**src/hw/sfrc_pkg.sv**
```systemverilog
// Shared constants, types and helpers of the read configuration block.
// Assumes the block is clocked by core_clk and samples the serial link.
package sfrc_pkg;

  // Command codes of the register and read commands
  localparam logic [7:0] OP_WREN     = 8'h11;
  localparam logic [7:0] OP_WRDI     = 8'h12;
  localparam logic [7:0] OP_RD_FLAG  = 8'h13;
  localparam logic [7:0] OP_CLR_FLAG = 8'h14;
  localparam logic [7:0] OP_RD_NV    = 8'h15;
  localparam logic [7:0] OP_WR_NV    = 8'h16;
  localparam logic [7:0] OP_RD_V     = 8'h17;
  localparam logic [7:0] OP_WR_V     = 8'h18;
  localparam logic [7:0] OP_FAST_RD  = 8'h19;
  localparam logic [7:0] OP_QIO_RD   = 8'h1A;
  localparam logic [7:0] OP_TUNE_RD  = 8'h1B;

  // Persistent register layout
  localparam int NV_ADDR_BIT  = 0;
  localparam int NV_DUAL_BIT  = 2;
  localparam int NV_QUAD_BIT  = 3;
  localparam int NV_DRV_LSB   = 6;
  localparam int NV_XIP_LSB   = 9;
  localparam int NV_DUMMY_LSB = 12;
  localparam logic [2:0]  XIP_NV_OFF  = 3'h7;
  localparam logic [2:0]  XIP_NV_RSV5 = 3'h5;
  localparam logic [2:0]  XIP_NV_RSV6 = 3'h6;
  localparam logic [15:0] NV_RESET    = 16'hFFFF;
  localparam logic [1:0]  NV_BYTES    = 2'h2;

  // Runtime register layout
  localparam int V_DUMMY_LSB = 4;
  localparam int V_XIP_BIT   = 3;
  localparam int V_RSVD_BIT  = 2;
  localparam int V_WRAP_LSB  = 0;
  localparam logic [7:0] V_RESET     = 8'hFB;
  localparam logic [7:0] V_RSVD_MASK = 8'h04;

  localparam logic [1:0] WRAP_16   = 2'h0;
  localparam logic [1:0] WRAP_32   = 2'h1;
  localparam logic [1:0] WRAP_64   = 2'h2;
  localparam logic [1:0] WRAP_CONT = 2'h3;

  localparam int FLAG_PGM_ERR_BIT = 1;
  localparam logic [3:0] DUMMY_DEFAULT = 4'h8;
  localparam logic [3:0] DUMMY_ZERO    = 4'h0;
  localparam logic [3:0] DUMMY_MAX     = 4'hF;
  localparam logic [2:0] ADDR_BYTES_3  = 3'h3;
  localparam logic [2:0] ADDR_BYTES_4  = 3'h4;
  localparam logic [3:0] LANE_Q        = 4'h4;
  localparam logic [3:0] LANE_S        = 4'h1;
  localparam logic [3:0] BYTE_BITS     = 4'h8;
  localparam logic [3:0] OE_QUAD       = 4'hF;
  localparam logic [3:0] OE_SINGLE     = 4'h2;
  localparam logic [7:0] TUNE_PATTERN  = 8'hA5;

  typedef struct packed {
    logic       addr_4byte;
    logic       quad_mode;
    logic [3:0] dummy_code;
    logic       xip_off;
    logic [1:0] wrap;
  } sfrc_icfg_t;

  typedef struct packed {
    logic        req;
    logic [31:0] addr;
  } sfrc_fetch_t;

  localparam sfrc_icfg_t ICFG_RESET = {1'b0, 1'b0, 4'hF, 1'b1, 2'h3};

  typedef enum logic [2:0] {
    ST_CMD   = 3'b000,
    ST_ADDR  = 3'b001,
    ST_DUMMY = 3'b010,
    ST_DOUT  = 3'b011,
    ST_DIN   = 3'b100,
    ST_SKIP  = 3'b101
  } sfrc_state_t;

  function automatic logic [3:0] dummy_cycles(input logic [3:0] code);
    if (code == DUMMY_ZERO || code == DUMMY_MAX) return DUMMY_DEFAULT;
    return code;
  endfunction : dummy_cycles

  function automatic sfrc_icfg_t cfg_from_nv(input logic [15:0] nv);
    sfrc_icfg_t c;
    c.addr_4byte = ~nv[NV_ADDR_BIT];
    c.quad_mode  = ~nv[NV_QUAD_BIT] & ~nv[NV_DUAL_BIT];
    c.dummy_code = nv[NV_DUMMY_LSB +: 4];
    c.xip_off    = nv[NV_XIP_LSB +: 3] == XIP_NV_OFF;
    c.wrap       = WRAP_CONT;
    return c;
  endfunction : cfg_from_nv

  function automatic logic [7:0] vcfg_from_nv(input logic [15:0] nv);
    return {nv[NV_DUMMY_LSB +: 4], nv[NV_XIP_LSB +: 3] == XIP_NV_OFF,
            1'b0, WRAP_CONT};
  endfunction : vcfg_from_nv

  function automatic logic nv_reserved(input logic [15:0] nv);
    return nv[NV_XIP_LSB +: 3] == XIP_NV_RSV5 ||
           nv[NV_XIP_LSB +: 3] == XIP_NV_RSV6 || !nv[NV_DRV_LSB];
  endfunction : nv_reserved

  function automatic logic [31:0] wrap_next(input logic [31:0] a,
                                            input logic [1:0]  w);
    logic [31:0] r;
    case (w)
      WRAP_16: r = {a[31:4], 4'(a[3:0] + 4'h1)};
      WRAP_32: r = {a[31:5], 5'(a[4:0] + 5'h01)};
      WRAP_64: r = {a[31:6], 6'(a[5:0] + 6'h01)};
      default: r = a + 32'h1;
    endcase
    return r;
  endfunction : wrap_next

endpackage : sfrc_pkg

```
**src/hw/sfrc_buf2.sv**
```systemverilog
// Small FIFO in the read data path between memory and serial output.
// Assumes DEPTH is a power of two; flush empties it in one cycle.
`timescale 1ns/1ps
`default_nettype none
module sfrc_buf2 #(
  parameter int WIDTH = 8,
  parameter int DEPTH = 2
) (
  input  wire logic             clk,
  input  wire logic             rst_b,
  input  wire logic             flush,
  input  wire logic             in_valid,
  output logic                  in_ready,
  input  wire logic [WIDTH-1:0] in_data,
  output logic                  out_valid,
  input  wire logic             out_ready,
  output logic      [WIDTH-1:0] out_data
);
  localparam int AW = (DEPTH > 1) ? $clog2(DEPTH) : 1;
  localparam logic [AW:0] FULL = (AW + 1)'(DEPTH);

  logic [WIDTH-1:0] mem_reg [DEPTH];
  logic [AW-1:0]    wptr_reg;
  logic [AW-1:0]    rptr_reg;
  logic [AW:0]      cnt_reg;
  logic             push;
  logic             pop;

  assign in_ready  = cnt_reg != FULL;
  assign out_valid = cnt_reg != '0;
  assign out_data  = mem_reg[rptr_reg];
  assign push      = in_valid & in_ready & ~flush;
  assign pop       = out_valid & out_ready & ~flush;

  always_ff @(posedge clk) begin
    if (push) begin
      mem_reg[wptr_reg] <= in_data;
    end
  end

  always_ff @(posedge clk or negedge rst_b) begin
    if (!rst_b) begin
      wptr_reg <= '0;
      rptr_reg <= '0;
      cnt_reg  <= '0;
    end else if (flush) begin
      wptr_reg <= '0;
      rptr_reg <= '0;
      cnt_reg  <= '0;
    end else begin
      if (push) wptr_reg <= AW'(wptr_reg + 1'b1);
      if (pop) rptr_reg <= AW'(rptr_reg + 1'b1);
      if (push && !pop) cnt_reg <= (AW + 1)'(cnt_reg + 1'b1);
      else if (pop && !push) cnt_reg <= (AW + 1)'(cnt_reg - 1'b1);
    end
  end
endmodule : sfrc_buf2
`default_nettype wire

```
**src/hw/sfrc_core.sv**
```systemverilog
// Read configuration logic of a serial NOR flash, behind its pins.
// Assumes link pins are asynchronous to core_clk and far slower than it.
`timescale 1ns/1ps
`default_nettype none
// Functional notes
// - Address width is four bytes when persistent bit 0 is 0, else three.
// - Persistent contents load into the operating config on every reset.
// - Both persistent dual and quad bits at 0 select the four-lane mode.
// - Runtime register is read and written by commands; writes act at once.
// - Dummy field codes 1-14 give that count; 0 and 15 give the default 8.
// - Fast reads insert the configured dummy cycles before data leaves.
// - Runtime bit 3 at 0 enables execute-in-place; 1, the default, not.
// - Runtime bits 1:0 pick 16, 32, 64 byte wrap or continuous (default).
// - Wrap reads start at the address and cycle in the aligned block.
// - Continuous reads keep incrementing over the whole array.
// - A tuning pattern read lets the host adjust its capture point.
// - Reserved persistent writes are dropped, flag bit 1 set, latch clear.
module sfrc_core
  import sfrc_pkg::*;
(
  input  wire logic        core_clk,
  input  wire logic        rst_b,
  input  wire logic        link_sclk,
  input  wire logic        link_cs_b,
  input  wire logic [3:0]  link_dq_in,
  output logic      [3:0]  link_dq_out,
  output logic      [3:0]  link_dq_oe,
  input  wire logic        dev_reset_b,
  output sfrc_fetch_t      fetch,
  input  wire logic [7:0]  mem_rdata,
  input  wire logic        mem_rvalid,
  output sfrc_icfg_t       icfg
);
  logic        sclk_s1, sclk_s2, sclk_s3;
  logic        cs_s1, cs_s2, cs_s3;
  logic        rst_s1, rst_s2;
  logic [3:0]  dq_s1, dq_s2;
  sfrc_state_t state_reg;
  logic [7:0]  sh_reg, op_reg, oshift_reg, flag_reg, vcfg_reg;
  logic [3:0]  bcnt_reg, dcnt_reg, ocnt_reg, dq_out_reg, dq_oe_reg;
  logic [2:0]  abyte_reg;
  logic [1:0]  nbyte_reg;
  logic [31:0] addr_reg, rdaddr_reg, last_addr_reg;
  logic [15:0] wbuf_reg, nv_reg;
  logic        wide_reg, xconf_reg, alt_reg, wel_reg, xip_act_reg;
  logic        outst_reg, stale_reg, seq_reg;
  sfrc_icfg_t  icfg_reg;
  sfrc_fetch_t fetch_reg;
  logic        rise, fall, active, cs_end, lanes4, byte_done, is_mem;
  logic        rst_run, fetch_ok, push, pop, buf_ready, buf_valid;
  logic [3:0]  step, bcnt_sum, dcyc, dcnt_inc;
  logic [2:0]  nabytes, abyte_inc;
  logic [7:0]  sh_next, nb, obyte, buf_data;
  logic [31:0] addr_nx, rd_start;

  assign link_dq_out = dq_out_reg;
  assign link_dq_oe  = dq_oe_reg;
  assign fetch       = fetch_reg;
  assign icfg        = icfg_reg;

  // Pin synchronisers; edges are judged on the second and third stages
  always_ff @(posedge core_clk or negedge rst_b) begin
    if (!rst_b) begin
      sclk_s1 <= 1'b0;
      sclk_s2 <= 1'b0;
      sclk_s3 <= 1'b0;
      cs_s1   <= 1'b1;
      cs_s2   <= 1'b1;
      cs_s3   <= 1'b1;
      rst_s1  <= 1'b1;
      rst_s2  <= 1'b1;
      dq_s1   <= 4'h0;
      dq_s2   <= 4'h0;
    end else begin
      sclk_s1 <= link_sclk;
      sclk_s2 <= sclk_s1;
      sclk_s3 <= sclk_s2;
      cs_s1   <= link_cs_b;
      cs_s2   <= cs_s1;
      cs_s3   <= cs_s2;
      rst_s1  <= dev_reset_b;
      rst_s2  <= rst_s1;
      dq_s1   <= link_dq_in;
      dq_s2   <= dq_s1;
    end
  end

  assign rise      = sclk_s2 & ~sclk_s3;
  assign fall      = ~sclk_s2 & sclk_s3;
  assign active    = ~cs_s2;
  assign cs_end    = cs_s2 & ~cs_s3;
  assign rst_run   = rst_s2;
  assign lanes4    = icfg_reg.quad_mode |
                     ((state_reg != ST_CMD) & wide_reg);
  assign step      = lanes4 ? LANE_Q : LANE_S;
  assign sh_next   = lanes4 ? {sh_reg[3:0], dq_s2} : {sh_reg[6:0], dq_s2[0]};
  assign bcnt_sum  = bcnt_reg + step;
  assign byte_done = bcnt_sum == BYTE_BITS;
  assign nabytes   = icfg_reg.addr_4byte ? ADDR_BYTES_4 : ADDR_BYTES_3;
  assign abyte_inc = abyte_reg + 3'h1;
  assign dcyc      = dummy_cycles(icfg_reg.dummy_code);
  assign dcnt_inc  = dcnt_reg + 4'h1;
  assign is_mem    = (op_reg == OP_FAST_RD) | (op_reg == OP_QIO_RD);
  assign addr_nx   = {addr_reg[23:0], sh_next};
  assign rd_start  = icfg_reg.addr_4byte ? addr_nx : {8'h00, addr_nx[23:0]};

  function automatic sfrc_state_t cmd_state(input logic [7:0] op);
    case (op)
      OP_RD_FLAG, OP_RD_NV, OP_RD_V, OP_TUNE_RD: return ST_DOUT;
      OP_WR_NV, OP_WR_V:                         return ST_DIN;
      OP_FAST_RD, OP_QIO_RD:                     return ST_ADDR;
      default:                                   return ST_SKIP;
    endcase
  endfunction : cmd_state

  // Serial frame decode on rising link edges
  always_ff @(posedge core_clk or negedge rst_b) begin
    if (!rst_b) begin
      state_reg <= ST_CMD;
      sh_reg    <= 8'h00;
      bcnt_reg  <= 4'h0;
      op_reg    <= 8'h00;
      abyte_reg <= 3'h0;
      addr_reg  <= 32'h0;
      dcnt_reg  <= 4'h0;
      wide_reg  <= 1'b0;
      nbyte_reg <= 2'h0;
      wbuf_reg  <= 16'h0;
      xconf_reg <= 1'b0;
    end else if (!rst_run || !active) begin
      // In execute-in-place a frame opens straight at the address
      state_reg <= (xip_act_reg && rst_run) ? ST_ADDR : ST_CMD;
      bcnt_reg  <= 4'h0;
      abyte_reg <= 3'h0;
      addr_reg  <= 32'h0;
      dcnt_reg  <= 4'h0;
      nbyte_reg <= 2'h0;
    end else if (rise) begin
      sh_reg   <= sh_next;
      bcnt_reg <= byte_done ? 4'h0 : bcnt_sum;
      unique case (state_reg)
        ST_CMD: begin
          if (byte_done) begin
            op_reg    <= sh_next;
            wide_reg  <= sh_next == OP_QIO_RD;
            state_reg <= cmd_state(sh_next);
          end
        end
        ST_ADDR: begin
          if (byte_done) begin
            addr_reg  <= addr_nx;
            abyte_reg <= abyte_inc;
            if (abyte_inc == nabytes) state_reg <= ST_DUMMY;
          end
        end
        ST_DUMMY: begin
          if (dcnt_reg == 4'h0) xconf_reg <= dq_s2[0];
          dcnt_reg <= dcnt_inc;
          if (dcnt_inc == dcyc) state_reg <= ST_DOUT;
        end
        ST_DIN: begin
          if (byte_done && nbyte_reg != NV_BYTES) begin
            if (nbyte_reg == 2'h0) wbuf_reg[7:0] <= sh_next;
            else wbuf_reg[15:8] <= sh_next;
            nbyte_reg <= nbyte_reg + 2'h1;
          end
        end
        ST_DOUT, ST_SKIP: begin
        end
        default: state_reg <= ST_SKIP;
      endcase
    end
  end

  // Byte offered to the output shifter at each byte boundary
  always_comb begin
    nb = 8'h00;
    case (op_reg)
      OP_RD_FLAG: nb = flag_reg;
      OP_RD_V:    nb = vcfg_reg;
      OP_RD_NV:   nb = alt_reg ? nv_reg[15:8] : nv_reg[7:0];
      OP_TUNE_RD: nb = alt_reg ? ~TUNE_PATTERN : TUNE_PATTERN;
      default: begin
        // Too few dummy cycles leaves the buffer empty: zeros go out
        if (is_mem && buf_valid) nb = buf_data;
      end
    endcase
  end

  assign obyte = (ocnt_reg == 4'h0) ? nb : oshift_reg;
  assign pop   = fall & active & (state_reg == ST_DOUT) &
                 (ocnt_reg == 4'h0) & is_mem;

  // Output lanes change on falling link edges and are cleared when the frame closes
  always_ff @(posedge core_clk or negedge rst_b) begin
    if (!rst_b) begin
      oshift_reg <= 8'h00;
      ocnt_reg   <= 4'h0;
      alt_reg    <= 1'b0;
      dq_out_reg <= 4'h0;
      dq_oe_reg  <= 4'h0;
    end else if (!active) begin
      ocnt_reg   <= 4'h0;
      alt_reg    <= 1'b0;
      dq_out_reg <= 4'h0;
      dq_oe_reg  <= 4'h0;
    end else if (fall && state_reg == ST_DOUT) begin
      oshift_reg <= lanes4 ? {obyte[3:0], 4'h0} : {obyte[6:0], 1'b0};
      ocnt_reg   <= (ocnt_reg == 4'h0) ? BYTE_BITS - step : ocnt_reg - step;
      if (ocnt_reg == 4'h0) alt_reg <= ~alt_reg;
      dq_out_reg <= lanes4 ? obyte[7:4] : {2'b00, obyte[7], 1'b0};
      dq_oe_reg  <= lanes4 ? OE_QUAD : OE_SINGLE;
    end
  end

  // Configuration state; commands take effect when the frame closes
  always_ff @(posedge core_clk or negedge rst_b) begin
    if (!rst_b) begin
      icfg_reg    <= ICFG_RESET;
      nv_reg      <= NV_RESET;
      vcfg_reg    <= V_RESET;
      flag_reg    <= 8'h00;
      wel_reg     <= 1'b0;
      xip_act_reg <= 1'b0;
    end else if (!rst_run) begin
      icfg_reg    <= cfg_from_nv(nv_reg);
      vcfg_reg    <= vcfg_from_nv(nv_reg);
      flag_reg    <= 8'h00;
      wel_reg     <= 1'b0;
      xip_act_reg <= nv_reg[NV_XIP_LSB +: 3] != XIP_NV_OFF;
    end else if (cs_end) begin
      case (op_reg)
        OP_WREN: if (state_reg == ST_SKIP) wel_reg <= 1'b1;
        OP_WRDI: if (state_reg == ST_SKIP) wel_reg <= 1'b0;
        OP_CLR_FLAG: begin
          if (state_reg == ST_SKIP) flag_reg[FLAG_PGM_ERR_BIT] <= 1'b0;
        end
        OP_WR_V: begin
          if (state_reg == ST_DIN && wel_reg && nbyte_reg != 2'h0 &&
              bcnt_reg == 4'h0) begin
            vcfg_reg            <= wbuf_reg[7:0] & ~V_RSVD_MASK;
            icfg_reg.dummy_code <= wbuf_reg[V_DUMMY_LSB +: 4];
            icfg_reg.xip_off    <= wbuf_reg[V_XIP_BIT];
            icfg_reg.wrap       <= wbuf_reg[V_WRAP_LSB +: 2];
            wel_reg             <= 1'b0;
          end
        end
        OP_WR_NV: begin
          if (state_reg == ST_DIN && wel_reg && nbyte_reg == NV_BYTES &&
              bcnt_reg == 4'h0) begin
            if (nv_reserved(wbuf_reg)) flag_reg[FLAG_PGM_ERR_BIT] <= 1'b1;
            else nv_reg <= wbuf_reg;
            wel_reg <= 1'b0;
          end
        end
        OP_FAST_RD, OP_QIO_RD: begin
          // First dummy bit high is the host's request to leave
          if (state_reg == ST_DOUT) begin
            xip_act_reg <= ~icfg_reg.xip_off & ~xconf_reg;
          end
        end
        default: begin
        end
      endcase
    end
  end

  // Memory fetch: one request in flight, gated by buffer room
  assign fetch_ok = active & rst_run & is_mem & ~outst_reg & buf_ready &
                    ((state_reg == ST_DUMMY) | (state_reg == ST_DOUT));
  assign push     = mem_rvalid & ~stale_reg & active & is_mem;

  always_ff @(posedge core_clk or negedge rst_b) begin
    if (!rst_b) begin
      fetch_reg  <= '0;
      rdaddr_reg <= 32'h0;
      outst_reg  <= 1'b0;
      stale_reg  <= 1'b0;
    end else begin
      fetch_reg.req <= 1'b0;
      if (mem_rvalid) outst_reg <= 1'b0;
      // A reply still owed when the frame closes must not leak onward
      stale_reg <= (stale_reg | (cs_end & outst_reg)) & ~mem_rvalid;
      if (rise && active && state_reg == ST_ADDR && byte_done &&
          abyte_inc == nabytes) begin
        rdaddr_reg <= rd_start;
      end else if (fetch_ok) begin
        fetch_reg  <= '{req: 1'b1, addr: rdaddr_reg};
        rdaddr_reg <= wrap_next(rdaddr_reg, icfg_reg.wrap);
        outst_reg  <= 1'b1;
      end
    end
  end

  sfrc_buf2 #(
    .WIDTH (8),
    .DEPTH (2)
  ) u_buf (
    .clk       (core_clk),
    .rst_b     (rst_b),
    .flush     (~active),
    .in_valid  (push),
    .in_ready  (buf_ready),
    .in_data   (mem_rdata),
    .out_valid (buf_valid),
    .out_ready (pop),
    .out_data  (buf_data)
  );

  // Helper history of fetch addresses within one frame
  always_ff @(posedge core_clk or negedge rst_b) begin
    if (!rst_b) begin
      last_addr_reg <= 32'h0;
      seq_reg       <= 1'b0;
    end else if (!active) begin
      seq_reg <= 1'b0;
    end else if (fetch_reg.req) begin
      last_addr_reg <= fetch_reg.addr;
      seq_reg       <= 1'b1;
    end
  end
endmodule : sfrc_core
`default_nettype wire

```
**config.mk**
```make
export PLATFORM = sky130hd
export DESIGN_NAME = sfrc_core
export DESIGN_NICKNAME = d
export VERILOG_FILES = /design/src/hw/sfrc_pkg.sv /design/src/hw/sfrc_buf2.sv /design/src/hw/sfrc_core.sv
export SDC_FILE = /design/constraint.sdc
export NUM_CORES = 1
export LEC_CHECK = 0
export BUFFER_PORTS_ARGS = -buffer_cell sky130_fd_sc_hd__buf_2
export CORE_ASPECT_RATIO = 1.4
export CORE_MARGIN = 2
export CORE_UTILIZATION = 40
export CTS_BUF_LIST = sky130_fd_sc_hd__clkbuf_4 sky130_fd_sc_hd__clkbuf_8
export CTS_CLUSTER_DIAMETER = 120
export DETAILED_ROUTE_END_ITERATION = 16
export PLACE_DENSITY = 0.67
export SLEW_MARGIN = 20
export SYNTH_ARGS = -nofsm -noshare
export SYNTH_HDL_FRONTEND = slang
export SYNTH_HIERARCHICAL = 1
export SYNTH_SLANG_ARGS = --single-unit
```
**constraint.sdc**
```tcl
create_clock -name core_clk -period 9.4 [get_ports core_clk]
set_clock_uncertainty 0.05 [all_clocks]
set_input_delay 0.94 -clock core_clk [delete_from_list [all_inputs] [get_ports core_clk]]
set_output_delay 0.94 -clock core_clk [all_outputs]
set_load 0.01 [all_outputs]
```
==> impl_metrics.tcl <==
set metrics [dict create \
    switching_share 0.231 \
    die_w_um 141 \
    worstPathCellList "o31ai_1 > nand2b_1 > buf_4 > inv_2 > ha_1 > ha_1 > or3_1 > or4_4 > or3_1 > and3_4 > a221o_1" \
    yosys.area_share.simple 0.214 \
    die_area_sq_mm 0.0277 \
    clock.fmax_mhz 230 \
    avgSynthCellArea_sq_um 9.69 \
    min_period_ns 4.35 \
    drtPass1Iterations 7 \
    grt_pass1_wl_mm 42.4 \
    r2r-end "rdaddr_reg[1]$_DFFE_PN0P_" \
    ant_nets 0 \
    period_share 0.463 \
    p_seq_frac 0.491 \
    cts_htree_levels 2 \
    reg2reg_slack_ns 5.05 \
    coreArea_sq_mm 0.0260 \
    grt_max_degree 74 \
    ir_drop_uv 92.8 \
    synth_compound_area_frac 0.110 \
    nets 1175 \
    detail_route.vias_per_cell 5.47 \
    end_kind "flip-flop" \
    grt_pass1_vias 8112 \
    clk_latency_ns 0.53 \
    root_buffer "clkbuf_8" \
    drtIter0Drc 604 \
    synth.top_cell.area_share 0.422 \
    drv_slew 0 \
    hold_viol 0 \
    layout_common_cells "225 x nand2_1, 178 x dfrtp_1, 81 x nor2_1" \
    synth_top_family_by_area "simple AND/OR/NAND/NOR gates" \
    syn_inst 1089 \
    gp_congestion 0.898 \
    reg2reg_depth 11 \
    drv_cap 0 \
    synth-edff-count 16 \
    crit_type "reg2reg" \
    synth.net_count 1119 \
    ys_warn_count 6 \
    netlist_area_sq_mm 0.0106 \
    numCtsBuffers 36 \
    rows 70 \
    critical-path-max-stage-delay_ns 0.66 \
    synthDistinctLibCells 77 \
    cts_hold_buf 0 \
    synth-xor-area-share 0.0324 \
    synth-seq-area-share 0.537 \
    num_vias 8184 \
    synth_top_area_cell "dfrtp_1" \
    cts_tree "yes" \
    setup_violations 0 \
    clk_path_buf_depth 3 \
    cp-start-kind "flip-flop" \
    place_area_sq_mm 0.0112 \
    track_usage 0.189 \
    yosys_most_used_dff "dfrtp_1" \
    fin_area_sq_mm 0.0120 \
    hp-class "reg2reg" \
    dp_hpwl_mm 17.9 \
    fin_setup_tns_ns 0 \
    io_buffers 67 \
    critPathArrivalTime_ns 4.71 \
    worst_hold_path.num_cells 0 \
    largest_reg_flops 33 \
    post_cts_resized 0 \
    fillers 2467 \
    slowest_stage "or3_1" \
    antenna_found_initial 0 \
    p_leak_nw 5.34 \
    p_int_w 0.00158 \
    area_growth_pct 13.7 \
    critPathMaxFanout 19 \
    rsz0062_at_grt "false" \
    ys_async_sr_fraction 0.928 \
    worstHoldEndpoint "sclk_s2$_DFF_PN0_" \
    status "completed" \
    post_cts_buffers 0 \
    muxShareOfSynthArea 0.0601 \
    gr-total-overflow 0 \
    powerDensity_mw_per_mm2 171 \
    layout-drive-gt1-share 0.189 \
    drc 0 \
    multi_input_area_sq_mm 0.00455 \
    r2r_start "state_reg[1]$_DFFE_PN0P_" \
    p_sw_w 0.000473 \
    wl_mm 25.8 \
    combPwrFrac 0.048 \
    synth_top_cells_by_area "dfrtp_1 42%, nand2_1 8.0%, dfstp_2 7.0%, edfxtp_1 4.6%, a21oi_1 3.2%" \
    antenna_cells 0 \
    power_frac_clock 0.460 \
    register_area_sq_mm 0.00567 \
    whs_ns 0.297 \
    synthAdderAreaFrac 0.0142 \
    final_common_cell "nand2_1" \
    io_pins 68 \
    start_util 0.406 \
    clock-sinks 222 \
    die-height_um 196 \
    required_ns 9.76 \
    wire_per_inst_um 17.3 \
    synth.ff_latch_count 222 \
    worst_pin_slew_ns 1.05 \
    min_from "sclk_s1$_DFF_PN0_" \
    relSlewSlack 0.278 \
    clk_pin_slew_ns 0.06 \
]
area by class of cell:
class	instances	share of cell area
Clock inverter	7	0.00740
Sequential cell	222	0.473
Timing Repair Buffer	80	0.0368
Clock buffer	58	0.0629
Tap cell	324	0.0338
Multi-Input combinational cell	782	0.379
Inverter	23	0.00719
per-layer routing:
metal | GRT usage | vias to the layer above | wire (um) | share of wire
met5 | 0 | - | 0 | 0
met4 | 0.0659 | 0 | 760 | 0.029
met3 | 0.0300 | 53 | 1230 | 0.048
met2 | 0.338 | 234 | 13300 | 0.51
met1 | 0.230 | 3996 | 10500 | 0.41
li1 | - | 3901 | - | -
how the worst max path moves through the flow:
stage,slack (ns),endpoint,from,cells after the start
2_1_floorplan,5.51,rdaddr_reg[1]$_DFFE_PN0P_,state_reg[2]$_DFFE_PN0P_,14
3_3_place_gp,5.15,rdaddr_reg[1]$_DFFE_PN0P_,state_reg[0]$_DFFE_PN0P_,11
3_5_place_dp,5.10,rdaddr_reg[1]$_DFFE_PN0P_,state_reg[1]$_DFFE_PN0P_,11
4_1_cts,5.10,rdaddr_reg[1]$_DFFE_PN0P_,state_reg[1]$_DFFE_PN0P_,11
5_1_grt,4.91,rdaddr_reg[1]$_DFFE_PN0P_,state_reg[1]$_DFFE_PN0P_,12
6_report,5.05,rdaddr_reg[1]$_DFFE_PN0P_,state_reg[1]$_DFFE_PN0P_,11
cells in the mapped netlist (all sizes together), types with 12 or more instances:
| library cell | number |
|---|---|
| nand2 | 225 |
| dfrtp | 178 |
| nor2 | 82 |
| a21oi | 67 |
| o21ai | 61 |
| clkbuf | 42 |
| nand3 | 42 |
| mux2i | 33 |
| dfstp | 28 |
| xnor2 | 28 |
| mux2 | 27 |
| inv | 23 |
| nor3 | 22 |
| buf | 20 |
| edfxtp | 16 |
| ha | 12 |
| nand2b | 12 |
| nand4 | 12 |
worst max-delay path: cells and delay by family, from the launching register on:
kind / cells / cell delay (ns)
AND/OR/NAND/NOR: 5 / 2.08
AO/OA/AOI/OAI: 2 / 0.60
flip-flops: 1 / 0.51
buffers and inverters: 2 / 0.51
adder cells (fa/ha/maj): 2 / 0.49
through the flow:
| step | power, W | setup slack [ns] | util | cells |
|---|---|---|---|---|
| finish | 0.00205 | 5.05 | 0.461 | 1496 |
| global route | 0.00212 | 4.91 | 0.461 | 1496 |
| CTS | 0.00207 | 5.10 | 0.461 | 1496 |
| detailed placement | 0.00112 | 5.10 | 0.429 | 1431 |
| global placement | 0.00112 | 5.15 | 0.429 | 1431 |
| floorplan | 0.00107 | 5.51 | - | 1089 |
power by group through the flow:
stage / logic, W / clock network (W) / registers [W]
3_5_place_dp: 0.000101 / 0 / 0.00102
4_1_cts: 0.000101 / 0.000965 / 0.00101
2_1_floorplan: 0.0000524 / 0 / 0.00101
6_report: 0.0000994 / 0.000944 / 0.00101
3_3_place_gp: 0.0000990 / 0 / 0.00102
5_1_grt: 0.000110 / 0.00100 / 0.00101
kinds of logic after synthesis:
group / count (synthesis)
and+or+nand+nor: 478
DFF: 222
AOI/OAI and AO/OA: 193
buffers and inverters: 85
muxes: 60
xor gates and xnor gates: 39
adders and majority gates: 12
(Power assumes the default switching activity.)
